===== src/shared/sbsr_pkg.sv =====
// shared constants and carrier types for the status byte and service request block
package sbsr_pkg;

	// field positions inside the status summary byte
	localparam int BIT_ERRQ = 2; // error/event queue not empty
	localparam int BIT_OUTQ = 4; // output buffer holds a response
	localparam int BIT_EVT  = 5; // masked standard event summary
	localparam int BIT_RQS  = 6; // request summary bit

	// reset values
	localparam logic [7:0] MASK_RESET = 8'h00;
	localparam logic [7:0] STB_RESET  = 8'h00;
	localparam logic [2:0] LVL_RESET  = 3'h0;

	// mask bits that can raise a request; everything else is ignored
	localparam logic [7:0] MASK_LIVE_BITS = 8'h34;
	// bit 6 of the mask is never stored and always reads zero
	localparam logic [7:0] MASK_STORE_BITS = 8'hbf;

	// which command produced an answer
	typedef enum logic [1:0] {
		SBSR_ANS_NONE  = 2'h0,
		SBSR_ANS_READ  = 2'h1, // bus-level Read STB, destructive on bit 6
		SBSR_ANS_QUERY = 2'h3, // status byte query, non-destructive
		SBSR_ANS_MASK  = 2'h2  // mask query
	} sbsr_ans_t;

	// condition sources gathered into the status byte
	typedef struct packed {
		logic       errNotEmpty; // error/event queue holds an entry
		logic       outNotEmpty; // output buffer holds a response
		logic [7:0] eventStatus; // standard event status register
		logic [7:0] eventEnable; // standard event status enable register
	} sbsr_cond_t;

	// one answer to a command
	typedef struct packed {
		logic       valid;
		sbsr_ans_t  kind;
		logic [7:0] data;
	} sbsr_resp_t;

endpackage : sbsr_pkg


===== src/rtl/sbsr_top.sv =====
// status summary byte, service request mask and request-true logic
`timescale 1ns/1ns
module sbsr_top
	import sbsr_pkg::*;
(
	input  wire logic       mclk,       // 10 MHz system clock
	input  wire logic       rst,        // asynchronous reset, active high
	input  wire sbsr_cond_t cond,       // queue and event condition sources
	input  wire logic       maskWrite,  // pulse: mask-setting command
	input  wire logic [7:0] maskData,   // new mask value with maskWrite
	input  wire logic       maskQuery,  // pulse: mask query command
	input  wire logic       stbQuery,   // pulse: status byte query command
	input  wire logic       readStb,    // pulse: bus-level Read STB command
	input  wire logic [2:0] levelPins,  // interrupt level select switch pins
	output sbsr_resp_t      resp,       // answer to a read or query
	output logic            reqTrue,    // pulse: request-true interrupt
	output logic [2:0]      reqLevel,   // level that reqTrue is raised on
	output logic            reqPending  // level: latched request awaiting Read STB
);

	typedef struct packed {
		logic [7:0] mask;        // service request mask, bit 6 held zero
		logic       summaryPrev; // last cycle's live summary, for edge detect
		logic       rqsLatch;    // request bit as seen by Read STB
		sbsr_resp_t resp;
		logic       reqTrue;
		logic [2:0] lvlS1;       // level select synchroniser, stage 1
		logic [2:0] lvlS2;
		logic [2:0] lvlS3;
		logic [2:0] level;       // accepted level select
	} sbsr_top_state_t;

	localparam sbsr_top_state_t STATE_RESET = '{
		mask:        MASK_RESET,
		summaryPrev: 1'b0,
		rqsLatch:    1'b0,
		resp:        '{valid: 1'b0, kind: SBSR_ANS_NONE, data: STB_RESET},
		reqTrue:     1'b0,
		lvlS1:       LVL_RESET,
		lvlS2:       LVL_RESET,
		lvlS3:       LVL_RESET,
		level:       LVL_RESET
	};

	sbsr_top_state_t st;
	sbsr_top_state_t next_st;
	logic [7:0]      statusByte;
	logic            summaryLive;
	logic            summaryRise;

	// masked summary of the status byte; bit 6 itself never feeds back
	function automatic logic masked_summary(input logic [7:0] stb, input logic [7:0] mask);
		masked_summary = |(stb & mask & MASK_LIVE_BITS);
	endfunction : masked_summary

	// byte with the request bit put in place
	function automatic logic [7:0] with_rqs(input logic [7:0] stb, input logic rqs);
		logic [7:0] b;
		b = stb;
		b[BIT_RQS] = rqs;
		with_rqs = b;
	endfunction : with_rqs

	sbsr_byte_build sbsr_byte_build_inst (
		.mclk       (mclk),
		.rst        (rst),
		.cond       (cond),
		.statusByte (statusByte)
	);

	// live summary is what the query sees; the latch is what Read STB sees
	assign summaryLive = masked_summary(statusByte, st.mask);
	assign summaryRise = summaryLive && !st.summaryPrev;

	// command handling, request latch and level select in one next-state block
	always_comb
	begin
		next_st = st;
		next_st.summaryPrev = summaryLive;
		next_st.reqTrue = summaryRise;
		next_st.resp.valid = 1'b0;
		next_st.resp.kind = SBSR_ANS_NONE;
		next_st.resp.data = st.resp.data;

		// a new rise in the same cycle as a Read STB keeps the latch set
		next_st.rqsLatch = summaryRise || (st.rqsLatch && !readStb);

		// mask write; bit 6 cannot be stored, unused bits are kept but inert
		if (maskWrite)
			next_st.mask = maskData & MASK_STORE_BITS;

		// one answer per cycle: Read STB wins over the queries
		if (readStb)
		begin
			next_st.resp.valid = 1'b1;
			next_st.resp.kind = SBSR_ANS_READ;
			next_st.resp.data = with_rqs(statusByte, st.rqsLatch);
		end
		else if (stbQuery)
		begin
			next_st.resp.valid = 1'b1;
			next_st.resp.kind = SBSR_ANS_QUERY;
			next_st.resp.data = with_rqs(statusByte, summaryLive);
		end
		else if (maskQuery)
		begin
			next_st.resp.valid = 1'b1;
			next_st.resp.kind = SBSR_ANS_MASK;
			next_st.resp.data = st.mask;
		end

		// switch pins: accept a new level only once stages 2 and 3 agree
		next_st.lvlS1 = levelPins;
		next_st.lvlS2 = st.lvlS1;
		next_st.lvlS3 = st.lvlS2;
		if (st.lvlS2 == st.lvlS3)
			next_st.level = st.lvlS3;
	end

	always_ff @(posedge mclk or posedge rst)
	begin
		if (rst)
			st <= STATE_RESET;
		else
			st <= next_st;
	end

	assign resp       = st.resp;
	assign reqTrue    = st.reqTrue;
	assign reqLevel   = st.level;
	assign reqPending = st.rqsLatch;

	// a rise of the masked summary gives exactly one request pulse next cycle
	req_on_rise_a: assert property (@(posedge mclk) disable iff (rst)
		(summaryLive && !st.summaryPrev) |=> reqTrue ##1 !reqTrue)
		else $error("request-true pulse missing or too long");

	req_has_cause_a: assert property (@(posedge mclk) disable iff (rst)
		reqTrue |-> $past(summaryLive) && !$past(st.summaryPrev))
		else $error("request-true raised without a new summary");

	read_reports_set_a: assert property (@(posedge mclk) disable iff (rst)
		(readStb && st.rqsLatch) |=> resp.valid && resp.kind == SBSR_ANS_READ
			&& resp.data[BIT_RQS])
		else $error("first Read STB did not report the request bit");

	read_clears_a: assert property (@(posedge mclk) disable iff (rst)
		(readStb && !summaryRise) ##1 (readStb && !summaryRise) |=> !resp.data[BIT_RQS])
		else $error("second Read STB still reports the request bit");

	query_keeps_a: assert property (@(posedge mclk) disable iff (rst)
		(stbQuery && !readStb && st.rqsLatch) |=> st.rqsLatch)
		else $error("status query cleared the request latch");

	query_live_a: assert property (@(posedge mclk) disable iff (rst)
		(stbQuery && !readStb) |=> resp.kind == SBSR_ANS_QUERY
			&& resp.data[BIT_RQS] == $past(summaryLive)
			&& (resp.data & 8'hbf) == $past(statusByte))
		else $error("status query answer does not match the live byte");

	mask_inert_a: assert property (@(posedge mclk) disable iff (rst)
		((statusByte & st.mask & 8'h34) == 8'h00) |-> !summaryLive)
		else $error("summary set by a mask bit that cannot raise requests");

	mask_query_a: assert property (@(posedge mclk) disable iff (rst)
		maskWrite ##1 (maskQuery && !stbQuery && !readStb && !maskWrite)
			|=> resp.data == ($past(maskData, 2) & 8'hbf))
		else $error("mask query does not return the written mask");

	mask_bit6_a: assert property (@(posedge mclk) disable iff (rst)
		!st.mask[BIT_RQS])
		else $error("mask bit 6 reads as set");

	// a rise sets the latch and the pulse together, whatever else happens
	pending_set_a: assert property (@(posedge mclk) disable iff (rst)
		summaryRise |=> reqPending && reqTrue)
		else $error("new summary did not set the pending request");

	// a Read STB with no new rise clears the latch on its own edge
	pending_clear_a: assert property (@(posedge mclk) disable iff (rst)
		(readStb && !summaryRise) |=> !reqPending)
		else $error("Read STB left the request pending");

	// nothing but a Read STB may drop the latch; queries leave it alone
	pending_hold_a: assert property (@(posedge mclk) disable iff (rst)
		(st.rqsLatch && !readStb) |=> reqPending)
		else $error("pending request dropped without a Read STB");

	// every answer traces back to a command on the previous edge
	answer_cause_a: assert property (@(posedge mclk) disable iff (rst)
		resp.valid |-> $past(readStb || stbQuery || maskQuery))
		else $error("answer given with no command");

	// colliding reads: the destructive read is the one answered
	read_first_a: assert property (@(posedge mclk) disable iff (rst)
		(readStb && (stbQuery || maskQuery)) |=> resp.kind == SBSR_ANS_READ)
		else $error("Read STB lost to a colliding query");

	// apart from bit 6, Read STB returns the same byte as the query
	read_byte_a: assert property (@(posedge mclk) disable iff (rst)
		readStb |=> (resp.data & 8'hbf) == $past(statusByte))
		else $error("Read STB answer does not match the status byte");

	// the written mask lands on the next edge with bit 6 dropped
	mask_write_a: assert property (@(posedge mclk) disable iff (rst)
		maskWrite |=> st.mask == ($past(maskData) & 8'hbf))
		else $error("mask write did not land");

	// a new level is only taken once the last two stages agree, so a
	// switch caught mid-change never shows up as a false level
	level_accept_a: assert property (@(posedge mclk) disable iff (rst)
		(reqLevel != $past(reqLevel)) |-> ($past(st.lvlS2) == $past(st.lvlS3))
			&& reqLevel == $past(st.lvlS3))
		else $error("interrupt level changed before the switch settled");

endmodule : sbsr_top


===== src/rtl/sbsr_byte_build.sv =====
// builds the registered status summary byte from its condition sources
`timescale 1ns/1ns
module sbsr_byte_build
	import sbsr_pkg::*;
(
	input  wire logic       mclk,       // 10 MHz system clock
	input  wire logic       rst,        // asynchronous reset, active high
	input  wire sbsr_cond_t cond,       // condition sources, same clock domain
	output logic [7:0]      statusByte  // status byte, bit 6 left zero here
);

	typedef struct packed {
		logic [7:0] stb;
	} sbsr_build_state_t;

	sbsr_build_state_t st;
	sbsr_build_state_t next_st;

	// unused bits stay zero so they can never feed the request summary
	always_comb
	begin
		next_st = st;
		next_st.stb = STB_RESET;
		next_st.stb[BIT_ERRQ] = cond.errNotEmpty;
		next_st.stb[BIT_OUTQ] = cond.outNotEmpty;
		next_st.stb[BIT_EVT]  = |(cond.eventStatus & cond.eventEnable);
	end

	always_ff @(posedge mclk or posedge rst)
	begin
		if (rst)
			st <= '{stb: STB_RESET};
		else
			st <= next_st;
	end

	assign statusByte = st.stb;

	// the byte follows its sources one cycle later
	errq_follow_a: assert property (@(posedge mclk) disable iff (rst)
		!$past(rst) |-> statusByte[BIT_ERRQ] == $past(cond.errNotEmpty))
		else $error("error queue bit does not follow its source");
	outq_follow_a: assert property (@(posedge mclk) disable iff (rst)
		$rose(cond.outNotEmpty) |=> statusByte[BIT_OUTQ])
		else $error("output buffer bit missed a new response");
	evt_summary_a: assert property (@(posedge mclk) disable iff (rst)
		(cond.eventStatus & cond.eventEnable) == 8'h00 |=> !statusByte[BIT_EVT])
		else $error("event summary bit set with no enabled event");
	unused_zero_a: assert property (@(posedge mclk) disable iff (rst)
		(statusByte & 8'hcb) == 8'h00)
		else $error("unused status bit is not zero");

endmodule : sbsr_byte_build


===== config.mk =====
export PLATFORM = sky130hd
export DESIGN_NAME = sbsr_top
export DESIGN_NICKNAME = d
export VERILOG_FILES = /design/src/shared/sbsr_pkg.sv /design/src/rtl/sbsr_top.sv /design/src/rtl/sbsr_byte_build.sv
export SDC_FILE = /design/constraint.sdc
export NUM_CORES = 1
export LEC_CHECK = 0
export ABC_AREA = 1
export BUFFER_PORTS_ARGS = -buffer_cell sky130_fd_sc_hd__buf_2
export CORE_MARGIN = 8
export CORE_UTILIZATION = 49
export DETAILED_ROUTE_END_ITERATION = 8
export MAX_ROUTING_LAYER = met4
export PLACE_DENSITY = 0.78
export SLEW_MARGIN = 20
export SYNTH_ARGS = -nofsm -noshare
export SYNTH_HDL_FRONTEND = slang
export SYNTH_HIERARCHICAL = 1
export SYNTH_SLANG_ARGS = --single-unit

===== constraint.sdc =====
create_clock -name mclk -period 1.5 [get_ports mclk]
set_clock_uncertainty 0.05 [all_clocks]
set_input_delay 0.45 -clock mclk [delete_from_list [all_inputs] [get_ports mclk]]
set_output_delay 0.45 -clock mclk [all_outputs]
set_load 0.02 [all_outputs]

==> results of run 1 <==
## metal layers
metal | track usage, % | wire (um) | vias up
met5 | - | 0 | -
met4 | 7.48 | 68 | 0
met3 | 4.32 | 206 | 7
met2 | 19.8 | 1340 | 50
met1 | 14.5 | 1320 | 503
li1 | - | - | 535
## cells in the final DEF, fill, tap and decap left out
master                          count
sky130_fd_sc_hd__xnor2_1            1
sky130_fd_sc_hd__clkbuf_8           2
sky130_fd_sc_hd__bufinv_16          1
sky130_fd_sc_hd__buf_4              1
sky130_fd_sc_hd__nor2_8             1
sky130_fd_sc_hd__clkbuf_4           5
sky130_fd_sc_hd__dfrtp_1           36
sky130_fd_sc_hd__nand4_1            3
sky130_fd_sc_hd__nand2_1           45
sky130_fd_sc_hd__nand3_2            1
sky130_fd_sc_hd__nand3_1           17
sky130_fd_sc_hd__nor2_4             1
sky130_fd_sc_hd__inv_1             10
sky130_fd_sc_hd__nand2_2            2
sky130_fd_sc_hd__conb_1             4
sky130_fd_sc_hd__nor2_1             4
sky130_fd_sc_hd__buf_2             49
sky130_fd_sc_hd__mux2_2             7
sky130_fd_sc_hd__dlygate4sd3_1      1
sky130_fd_sc_hd__inv_4              1
## sequential cells by signal (all words and copies together), names as in the netlist
register                         cells
resp                                11
st                                  11
next_st                              6
reqLevel                             3
sbsr_byte_build_inst/statusByte      3
reqPending                           1
reqTrue                              1
## worst max path at each step
stage | end | cells after the start
floorplan | next_st[3] | 1
global route | reqPending | 1
CTS | reqPending | 1
detailed placement | resp[3] | 6
global placement | resp[4] | 6
finish | reqPending | 1
## through the flow
stage,worst slack [ns],utilization [%]
2_1_floorplan,0.281,-
3_3_place_gp,0.186,56.0
3_5_place_dp,0.158,56.0
4_1_cts,0.0500,59.5
5_1_grt,0.0276,59.5
6_report,0.0725,59.5
## final cells by class
| class | instances | area [um2] |
|---|---|---|
| multi-input combinational | 86 | 444 |
| timing repair buffer | 51 | 263 |
| sequential | 36 | 901 |
| inverter | 11 | 43.8 |
| fill | 264 | 1210 |
| clock buffer | 7 | 65.1 |
| tap | 33 | 41.3 |
| clock inverter | 1 | 30.0 |
## power groups by stage
stage | clock [mW] | combinational (mW) | sequential, mW
finish | 0.754 | 0.333 | 1.12
detailed placement | 0 | 0.335 | 1.14
global route | 0.813 | 0.371 | 1.13
global placement | 0 | 0.324 | 1.13
floorplan | 0 | 0.271 | 1.13
CTS | 0.776 | 0.339 | 1.12
==> flow_summary_export.csv, run 1 <==
group,metric,value,unit
pwr,share_comb_of_total_power,15.1,%
critical_path,timing.critical_path.arrival,0.93,ns
clocking,ctsHoldBuffers,1,
critical_path,path_max_fanout,3,
clocking,clock_tree_from_tritoncts,"built",
clocking,worst_setup_hold_path_clk_slew,0.11,ns
die,chipHeight,71.7,um
clocking,cts.path.max_buffers,2,
die,placeableCoreArea,3000,um2
clocking,clock_buffers_created_by_tritoncts,5,
clocking,cts_max_level,2,
finish,syn2layout_area_growth,17.4,%
finish,nNetsFinal,226,
pwr,clock_power_share,34.2,%
drt,post_drt_wl_per_cell,13.0,um
pwr,p_switching,0.565,mW
drt,drtAntennaViolNets,0,
grt,grt_max_degree,34,
placed_design,finalWeightedCongestion,0.756,
timing,min_period_over_period,95.2,%
critical_path,timing.critical_path.max_delay_family,"flip-flops",
critical_path,cp_slowest_stage_delay,0.42,ns
die,die_w,71.7,um
pwr,power.leakage,0.971,nW
clocking,ctsResizeCount,0,
clocking,clock_insertion_delay_worst_skew,0.34,ns
placed_design,dpl.hpwl,2340,um
finish,finalNonFillerCells,225,
pwr,power_switching_share,25.7,%
grt,antenna_found_initial,0,
grt,track_usage,13.0,%
grt,grt_pass1_vias,1133,
critical_path,cp_num_buf_inv,1,
timing,time_the_final_worst_path_needs_with_i_o_delays_and_setup,1.43,ns
clocking,post_cts_buffers,0,
critical_path,worstSetupStartpoint,"reqPending",
drt,route.detailed.vias_per_inst,4.87,
placed_design,post_dp_cell_area,1680,um2
drt,detailedRoute.firstPassIterationCount,4,
yosys,synth_cells,150,
critical_path,r2r_start,"st[3]",
yosys,netlist_area,1520,um2
yosys,yosys_warnings,6,
grt,grt_overflow_total,0,
clocking,cts_sinks,36,
timing,finalHoldViolations,0,
hold_path,hp-class,"input pin to flip-flop",
drt,drcViolationCount,0,
drt,num_vias,1095,
finish,final_area,1790,um2
pwr,peakVddDrop,0.000480,V
die,initial_utilization,50.7,%
die,rows,20,
finish,num_antenna_cells,0,
finish,share_of_post_route_cells_with_drive_strength_above_1,37.0,%
hold_path,min_delay_worst_endpoint,"next_st[7]",
placed_design,dpl.cell_count,216,
hold_path,hold_path_depth,1,
pwr,post-layout-total-power,2.20,mW
hold_path,timing.hold.worst.start,"levelPins[1]",
pwr,power_report.internal_total,1.64,mW
critical_path,crit_path_start_kind,"flip-flop",
critical_path,path_class,"flip-flop to primary output",
critical_path,critical_path.slowest_cell,"sky130_fd_sc_hd__dfrtp_1",
drt,wirelength,2940,um
critical_path,regToRegSetupSlack,0.37,ns
timing,fmax,701,MHz
die,ios,51,
grt,global_route_wire_length_before_repair,5050,um
flow_run,maxCapViolCount,0,
critical_path,cp_cell_sequence,"buf_2",
pwr,power.share.sequential,50.7,%
timing,finalSetupTns,0,ns
critical_path,critical_path_required,1.00,ns
critical_path,cp-end-kind,"primary output",
timing,slew_violations,0,
status,run_status,"completed",
drt,detail_route.iter0.violations,33,
placed_design,placement.io_buffers,49,
yosys,avgSynthCellArea,10.2,um2
die,die_area,5150,um2
critical_path,worst-r2r-cell-count,4,
critical_path,r2r-end,"reqLevel[1]",
pwr,pwr_density_cell,1230,nW/um2
timing,worst_case_hold_slack,0.158,ns
timing,rsz0062_at_grt,"false",
clocking,ctsRootBufferMaster,"sky130_fd_sc_hd__clkbuf_4",
timing,finish_stage_setup_viols,0,
(Power assumes the default switching activity.)
==> run 2, diff against run 1 <==
--- a/config.mk
+++ b/config.mk
@@ -6,12 +6,11 @@
 export NUM_CORES = 1
 export LEC_CHECK = 0
 export ABC_AREA = 1
-export BUFFER_PORTS_ARGS = -buffer_cell sky130_fd_sc_hd__buf_2
 export CORE_MARGIN = 8
-export CORE_UTILIZATION = 49
+export CORE_UTILIZATION = 50
 export DETAILED_ROUTE_END_ITERATION = 8
+export DONT_BUFFER_PORTS = 1
 export MAX_ROUTING_LAYER = met4
-export PLACE_DENSITY = 0.78
 export SLEW_MARGIN = 20
 export SYNTH_ARGS = -nofsm -noshare
 export SYNTH_HDL_FRONTEND = slang
==> run 2 against run 1 <==
Net effect:
- critical path depth shrank 1
- largest cell class unchanged
- combinational power is 55% lower
- via count shrank 19%
- total power down 18%
- global-route usage is 1.5 points lower
- hold slack lost 0.14 ns
- critical path type unchanged
- wire length is 12% lower
- sequential share of layout area is 9.6 points higher
- largest power group unchanged
- utilization is 9.1 points lower
==> flow_summary_export.csv, run 2 (same netlist as run 1, synthesis figures left out) <==
group,metric,value,unit
finish,multi_input_area,444,um2
pwr,share_comb_of_total_power,8.3,%
drt,drcViolationCount,0,
finish,finalNonFillerCells,176,
finish,layout_common_cells,"45 x sky130_fd_sc_hd__nand2_1, 36 x sky130_fd_sc_hd__dfrtp_1, 17 x sky130_fd_sc_hd__nand3_1, 10 x sky130_fd_sc_hd__inv_1, 7 x sky130_fd_sc_hd__mux2_2",
timing,finalHoldViolations,0,
drt,wl_met2,1190,um
status,run_status,"completed",
critical_path,critical_path_required,1.00,ns
timing,worst_slack,0.177,ns
die,die_area,5070,um2
clocking,clock_insertion_delay_worst_skew,0.33,ns
pwr,pwr_density_cell,1200,nW/um2
die,placeableCoreArea,2980,um2
drt,detail_route.iter0.violations,39,
clocking,cts_sinks,36,
drt,num_vias,883,
die,chipHeight,71.2,um
pwr,clock_power_share,25.6,%
timing,finish_stage_setup_viols,0,
grt,grt_max_degree,34,
pwr,power_report.internal_total,1.30,mW
drt,topRoutingLayerUsed,"met4",
clocking,cts.path.max_buffers,2,
clocking,post_cts_buffers,0,
grt,grt_overflow_total,0,
drt,met3_length,215,um
critical_path,timing.critical_path.arrival,0.82,ns
timing,worst_case_hold_slack,0.0219,ns
drt,met1Wirelength,1170,um
die,die_w,71.2,um
clocking,clock_tree_from_tritoncts,"built",
clocking,ctsRootBufferMaster,"sky130_fd_sc_hd__clkbuf_4",
timing,time_the_final_worst_path_needs_with_i_o_delays_and_setup,1.32,ns
pwr,power.leakage,0.758,nW
critical_path,path_max_fanout,2,
grt,grt_pass1_vias,923,
grt,track_usage,11.4,%
drt,post_drt_wl_per_cell,14.7,um
drt,drtAntennaViolNets,0,
finish,core_occupancy_in_the_finished_layout,50.4,%
finish,share_of_post_route_cells_with_drive_strength_above_1,14.7,%
clocking,ctsResizeCount,0,
finish,syn2layout_area_growth,-1.40,%
timing,rsz0062_at_grt,"false",
drt,route.detailed.vias_per_inst,5.02,
finish,count_of_filler_cells_inserted_in_the_layout,296,
drt,wirelength,2590,um
flow_run,maxCapViolCount,0,
critical_path,crit_path_start_kind,"flip-flop",
pwr,power.share.sequential,66.1,%
die,ios,51,
pwr,peakVddDrop,0.000582,V
grt,global_route_wire_length_before_repair,4270,um
placed_design,placement.io_buffers,0,
pwr,power_switching_share,28.0,%
finish,nNetsFinal,178,
critical_path,cp-end-kind,"primary output",
timing,fmax,756,MHz
hold_path,hp-class,"input pin to async pin",
clocking,clock_buffers_created_by_tritoncts,5,
die,initial_utilization,51.1,%
pwr,p_switching,0.507,mW
clocking,worst_setup_hold_path_clk_slew,0.10,ns
grt,antenna_found_initial,0,
clocking,cts_max_level,2,
timing,slew_violations,0,
finish,num_antenna_cells,0,
placed_design,pre_cts_ws,0.415,ns
critical_path,path_class,"flip-flop to primary output",
drt,detailedRoute.firstPassIterationCount,4,
clocking,ctsHoldBuffers,1,
timing,finalSetupTns,0,ns
finish,area.sequential,901,um2
placed_design,dpl.cell_count,168,
die,rows,20,
placed_design,dpl.hpwl,2010,um
timing,min_period_over_period,88.2,%
finish,layout.cells.most_common,"sky130_fd_sc_hd__nand2_1",
placed_design,finalWeightedCongestion,0.801,
run 2: cell types whose count changed in the layout (fill, tap and decap cells not counted):
cell                        previous run  this run
sky130_fd_sc_hd__bufinv_16             1         0
sky130_fd_sc_hd__clkbuf_1              0         1
sky130_fd_sc_hd__buf_4                 1         2
sky130_fd_sc_hd__clkinv_2              0         1
sky130_fd_sc_hd__clkbuf_8              2         0
sky130_fd_sc_hd__buf_2                49         0
run 2: cell type report:
| type | instances | share of cell area (%) |
|---|---|---|
| Clock inverter | 1 | 0.333 |
| Tap cell | 33 | 2.75 |
| Clock buffer | 6 | 2.75 |
| Multi-Input combinational cell | 86 | 29.6 |
| Timing Repair Buffer | 3 | 1.67 |
| Sequential cell | 36 | 60.0 |
| Inverter | 11 | 2.92 |
run 2: final timing paths:
kind | start | cells past startpoint | slack, ns | endpoint
max in group asynchronous | rst | 2 | 0.92 | sbsr_byte_build_inst/statusByte[4]
min | rst | 2 | 0.02 | st[31]
max | resp[7] | 0 | 0.18 | resp[7]
max reg2reg | next_st[3] | 4 | 0.42 | reqLevel[1]
min in group mclk | cond[17] | 0 | 0.08 | sbsr_byte_build_inst/statusByte[2]
min reg2reg | next_st[8] | 0 | 0.31 | next_st[5]
run 2: per-stage QoR:
step	total power, mW	instance area (um2)
detailed placement	1.37	1450
finish	1.81	1500
floorplan	1.40	1530
global placement	1.36	1450
CTS	1.84	1500
global route	1.91	1500
run 2: metal layers:
metal | global-route usage, % | up-vias
li1 | - | 439
met5 | - | -
met4 | 6.93 | 0
met3 | 4.80 | 4
met1 | 14.9 | 399
met2 | 14.2 | 41
run 2: power groups by stage:
stage          sequential (mW)  clock [mW]  combinational (mW)
2_1_floorplan             1.13           0               0.271
3_3_place_gp              1.22           0               0.145
3_5_place_dp              1.22           0               0.151
4_1_cts                   1.20       0.487               0.153
5_1_grt                   1.21       0.523               0.177
6_report                  1.20       0.463               0.150
==> run 3, diff against run 2 <==
--- a/config.mk
+++ b/config.mk
@@ -10,7 +10,9 @@
 export CORE_UTILIZATION = 50
 export DETAILED_ROUTE_END_ITERATION = 8
 export DONT_BUFFER_PORTS = 1
+export GPL_TIMING_DRIVEN = 0
 export MAX_ROUTING_LAYER = met4
+export REMOVE_ABC_BUFFERS = 1
 export SLEW_MARGIN = 20
 export SYNTH_ARGS = -nofsm -noshare
 export SYNTH_HDL_FRONTEND = slang
==> run 3 against run 2 <==
Net effect:
- die area unchanged
- global-route usage up 0.32 points
- utilization shrank 0.50 points
- register-to-register slack got worse by 0.02 ns
- cell area is 1.0% lower
- sequential share of layout area is 0.61 points higher
- fmax shrank 0.16%
- final cell count down 1.1%
- clock power about the same
- hold slack gained 0.019 ns
- non-clock buffer count shrank 2
- wire length is 3.7% higher
- critical path type unchanged
- critical endpoint is now resp[6]
==> flow_summary_export.csv, run 3 (same netlist as run 1, synthesis figures left out) <==
group,metric,value,unit
status,run_status,"completed",
die,placeableCoreArea,2980,um2
pwr,peakVddDrop,0.000563,V
grt,global_route_wire_length_before_repair,4450,um
clocking,cts_max_level,2,
critical_path,cp-end-kind,"primary output",
clocking,clock_insertion_delay_worst_skew,0.32,ns
pwr,power.leakage,0.747,nW
placed_design,dpl.hpwl,2030,um
placed_design,finalWeightedCongestion,0.749,
critical_path,worst-r2r-cell-count,4,
critical_path,path_depth,0,
drt,drcViolationCount,0,
clocking,ctsHoldBuffers,1,
clocking,cts_sinks,36,
grt,grt_overflow_total,0,
timing,finish_stage_setup_viols,0,
critical_path,path_max_fanout,2,
critical_path,timing.critical_path.arrival,0.83,ns
die,die_area,5070,um2
timing,rsz0062_at_grt,"false",
die,die_w,71.2,um
pwr,pwr_density_cell,1220,nW/um2
clocking,post_cts_buffers,0,
timing,fmax,755,MHz
critical_path,critical_path_required,1.00,ns
finish,nNetsFinal,176,
drt,drtAntennaViolNets,0,
finish,layout_common_cells,"45 x sky130_fd_sc_hd__nand2_1, 36 x sky130_fd_sc_hd__dfrtp_1, 17 x sky130_fd_sc_hd__nand3_1, 9 x sky130_fd_sc_hd__inv_1, 7 x sky130_fd_sc_hd__mux2_2",
timing,slew_violations,0,
placed_design,dpl.cell_count,166,
drt,detailedRoute.firstPassIterationCount,4,
finish,num_antenna_cells,0,
finish,count_of_filler_cells_inserted_in_the_layout,286,
grt,grt_pass1_vias,971,
flow_run,maxCapViolCount,0,
clocking,cts.path.max_buffers,2,
critical_path,worstSetupStartpoint,"resp[6]",
die,initial_utilization,51.1,%
drt,wirelength,2690,um
placed_design,post_dp_cell_area,1430,um2
finish,final_area,1490,um2
timing,time_the_final_worst_path_needs_with_i_o_delays_and_setup,1.33,ns
critical_path,crit_path_start_kind,"flip-flop",
clocking,ctsRootBufferMaster,"sky130_fd_sc_hd__clkbuf_4",
timing,worst_slack,0.175,ns
die,ios,51,
clocking,clock_tree_from_tritoncts,"built",
hold_path,hp-class,"input pin to async pin",
timing,max_slew.worst_pin.slew,0.668,ns
drt,route.detailed.vias_per_inst,5.18,
critical_path,r2r_start,"next_st[3]",
placed_design,pre_cts_ws,0.272,ns
timing,timing.slew.headroom,55.4,%
finish,finalNonFillerCells,174,
grt,antenna_found_initial,0,
clocking,worst_setup_hold_path_clk_slew,0.10,ns
placed_design,placement.io_buffers,0,
die,rows,20,
drt,detail_route.iter0.violations,65,
clocking,ctsResizeCount,0,
finish,syn2layout_area_growth,-2.38,%
clocking,clock_buffers_created_by_tritoncts,5,
grt,track_usage,11.8,%
critical_path,path_class,"flip-flop to primary output",
drt,num_vias,901,
grt,grt_max_degree,34,
timing,finalHoldViolations,0,
timing,min_period_over_period,88.3,%
finish,layout.cells.most_common,"sky130_fd_sc_hd__nand2_1",
finish,share_of_post_route_cells_with_drive_strength_above_1,14.2,%
drt,post_drt_wl_per_cell,15.4,um
die,chipHeight,71.2,um
==> run 3: changes by cell type in the layout (fill, tap and decap cells not counted), sizes merged <==
cell	change
buf	-2
==> run 3: final cells by class <==
class	instances	area, um2	share of cell area, %
flip-flops and latches	36	901	60.6
multi-input cells	86	444	29.9
inverters	11	43.8	2.95
clock buffers	6	41.3	2.78
well taps	33	41.3	2.78
repair buffers	1	10.0	0.673
clock inverters	1	5.00	0.337
==> run 3: path summary, 6_finish.rpt <==
kind / to / slack, ns
hold / removal: st[31] / 0.04
setup / recovery: resp[6] / 0.17
setup reg to reg: reqLevel[1] / 0.40
min in group mclk: sbsr_byte_build_inst/statusByte[2] / 0.09
hold reg to reg: next_st[3] / 0.31
max in group asynchronous: sbsr_byte_build_inst/statusByte[4] / 0.92
==> run 3: power breakdown <==
group | internal [mW] | switching (mW)
Combinational | 0.0632 | 0.0836
Sequential | 1.06 | 0.137
Clock | 0.173 | 0.290
Total | 1.30 | 0.510
==> run 3: routing by layer <==
metal,wire (um),global-route usage [%]
met4,69,6.70
met3,231,5.65
met5,0,-
met1,1080,12.4
met2,1310,17.7
==> run 3: stage by stage <==
step / setup TNS, ns / total power, mW / hold slack, ns / util (%)
3_3_place_gp: -0.948 / 1.36 / 0.161 / 48.0
6_report: 0 / 1.81 / 0.0404 / 49.9
3_5_place_dp: 0 / 1.37 / 0.161 / 48.0
2_1_floorplan: 0 / 1.32 / 0.154 / -
5_1_grt: 0 / 1.90 / 0.0594 / 49.9
4_1_cts: 0 / 1.84 / 0.0529 / 49.9
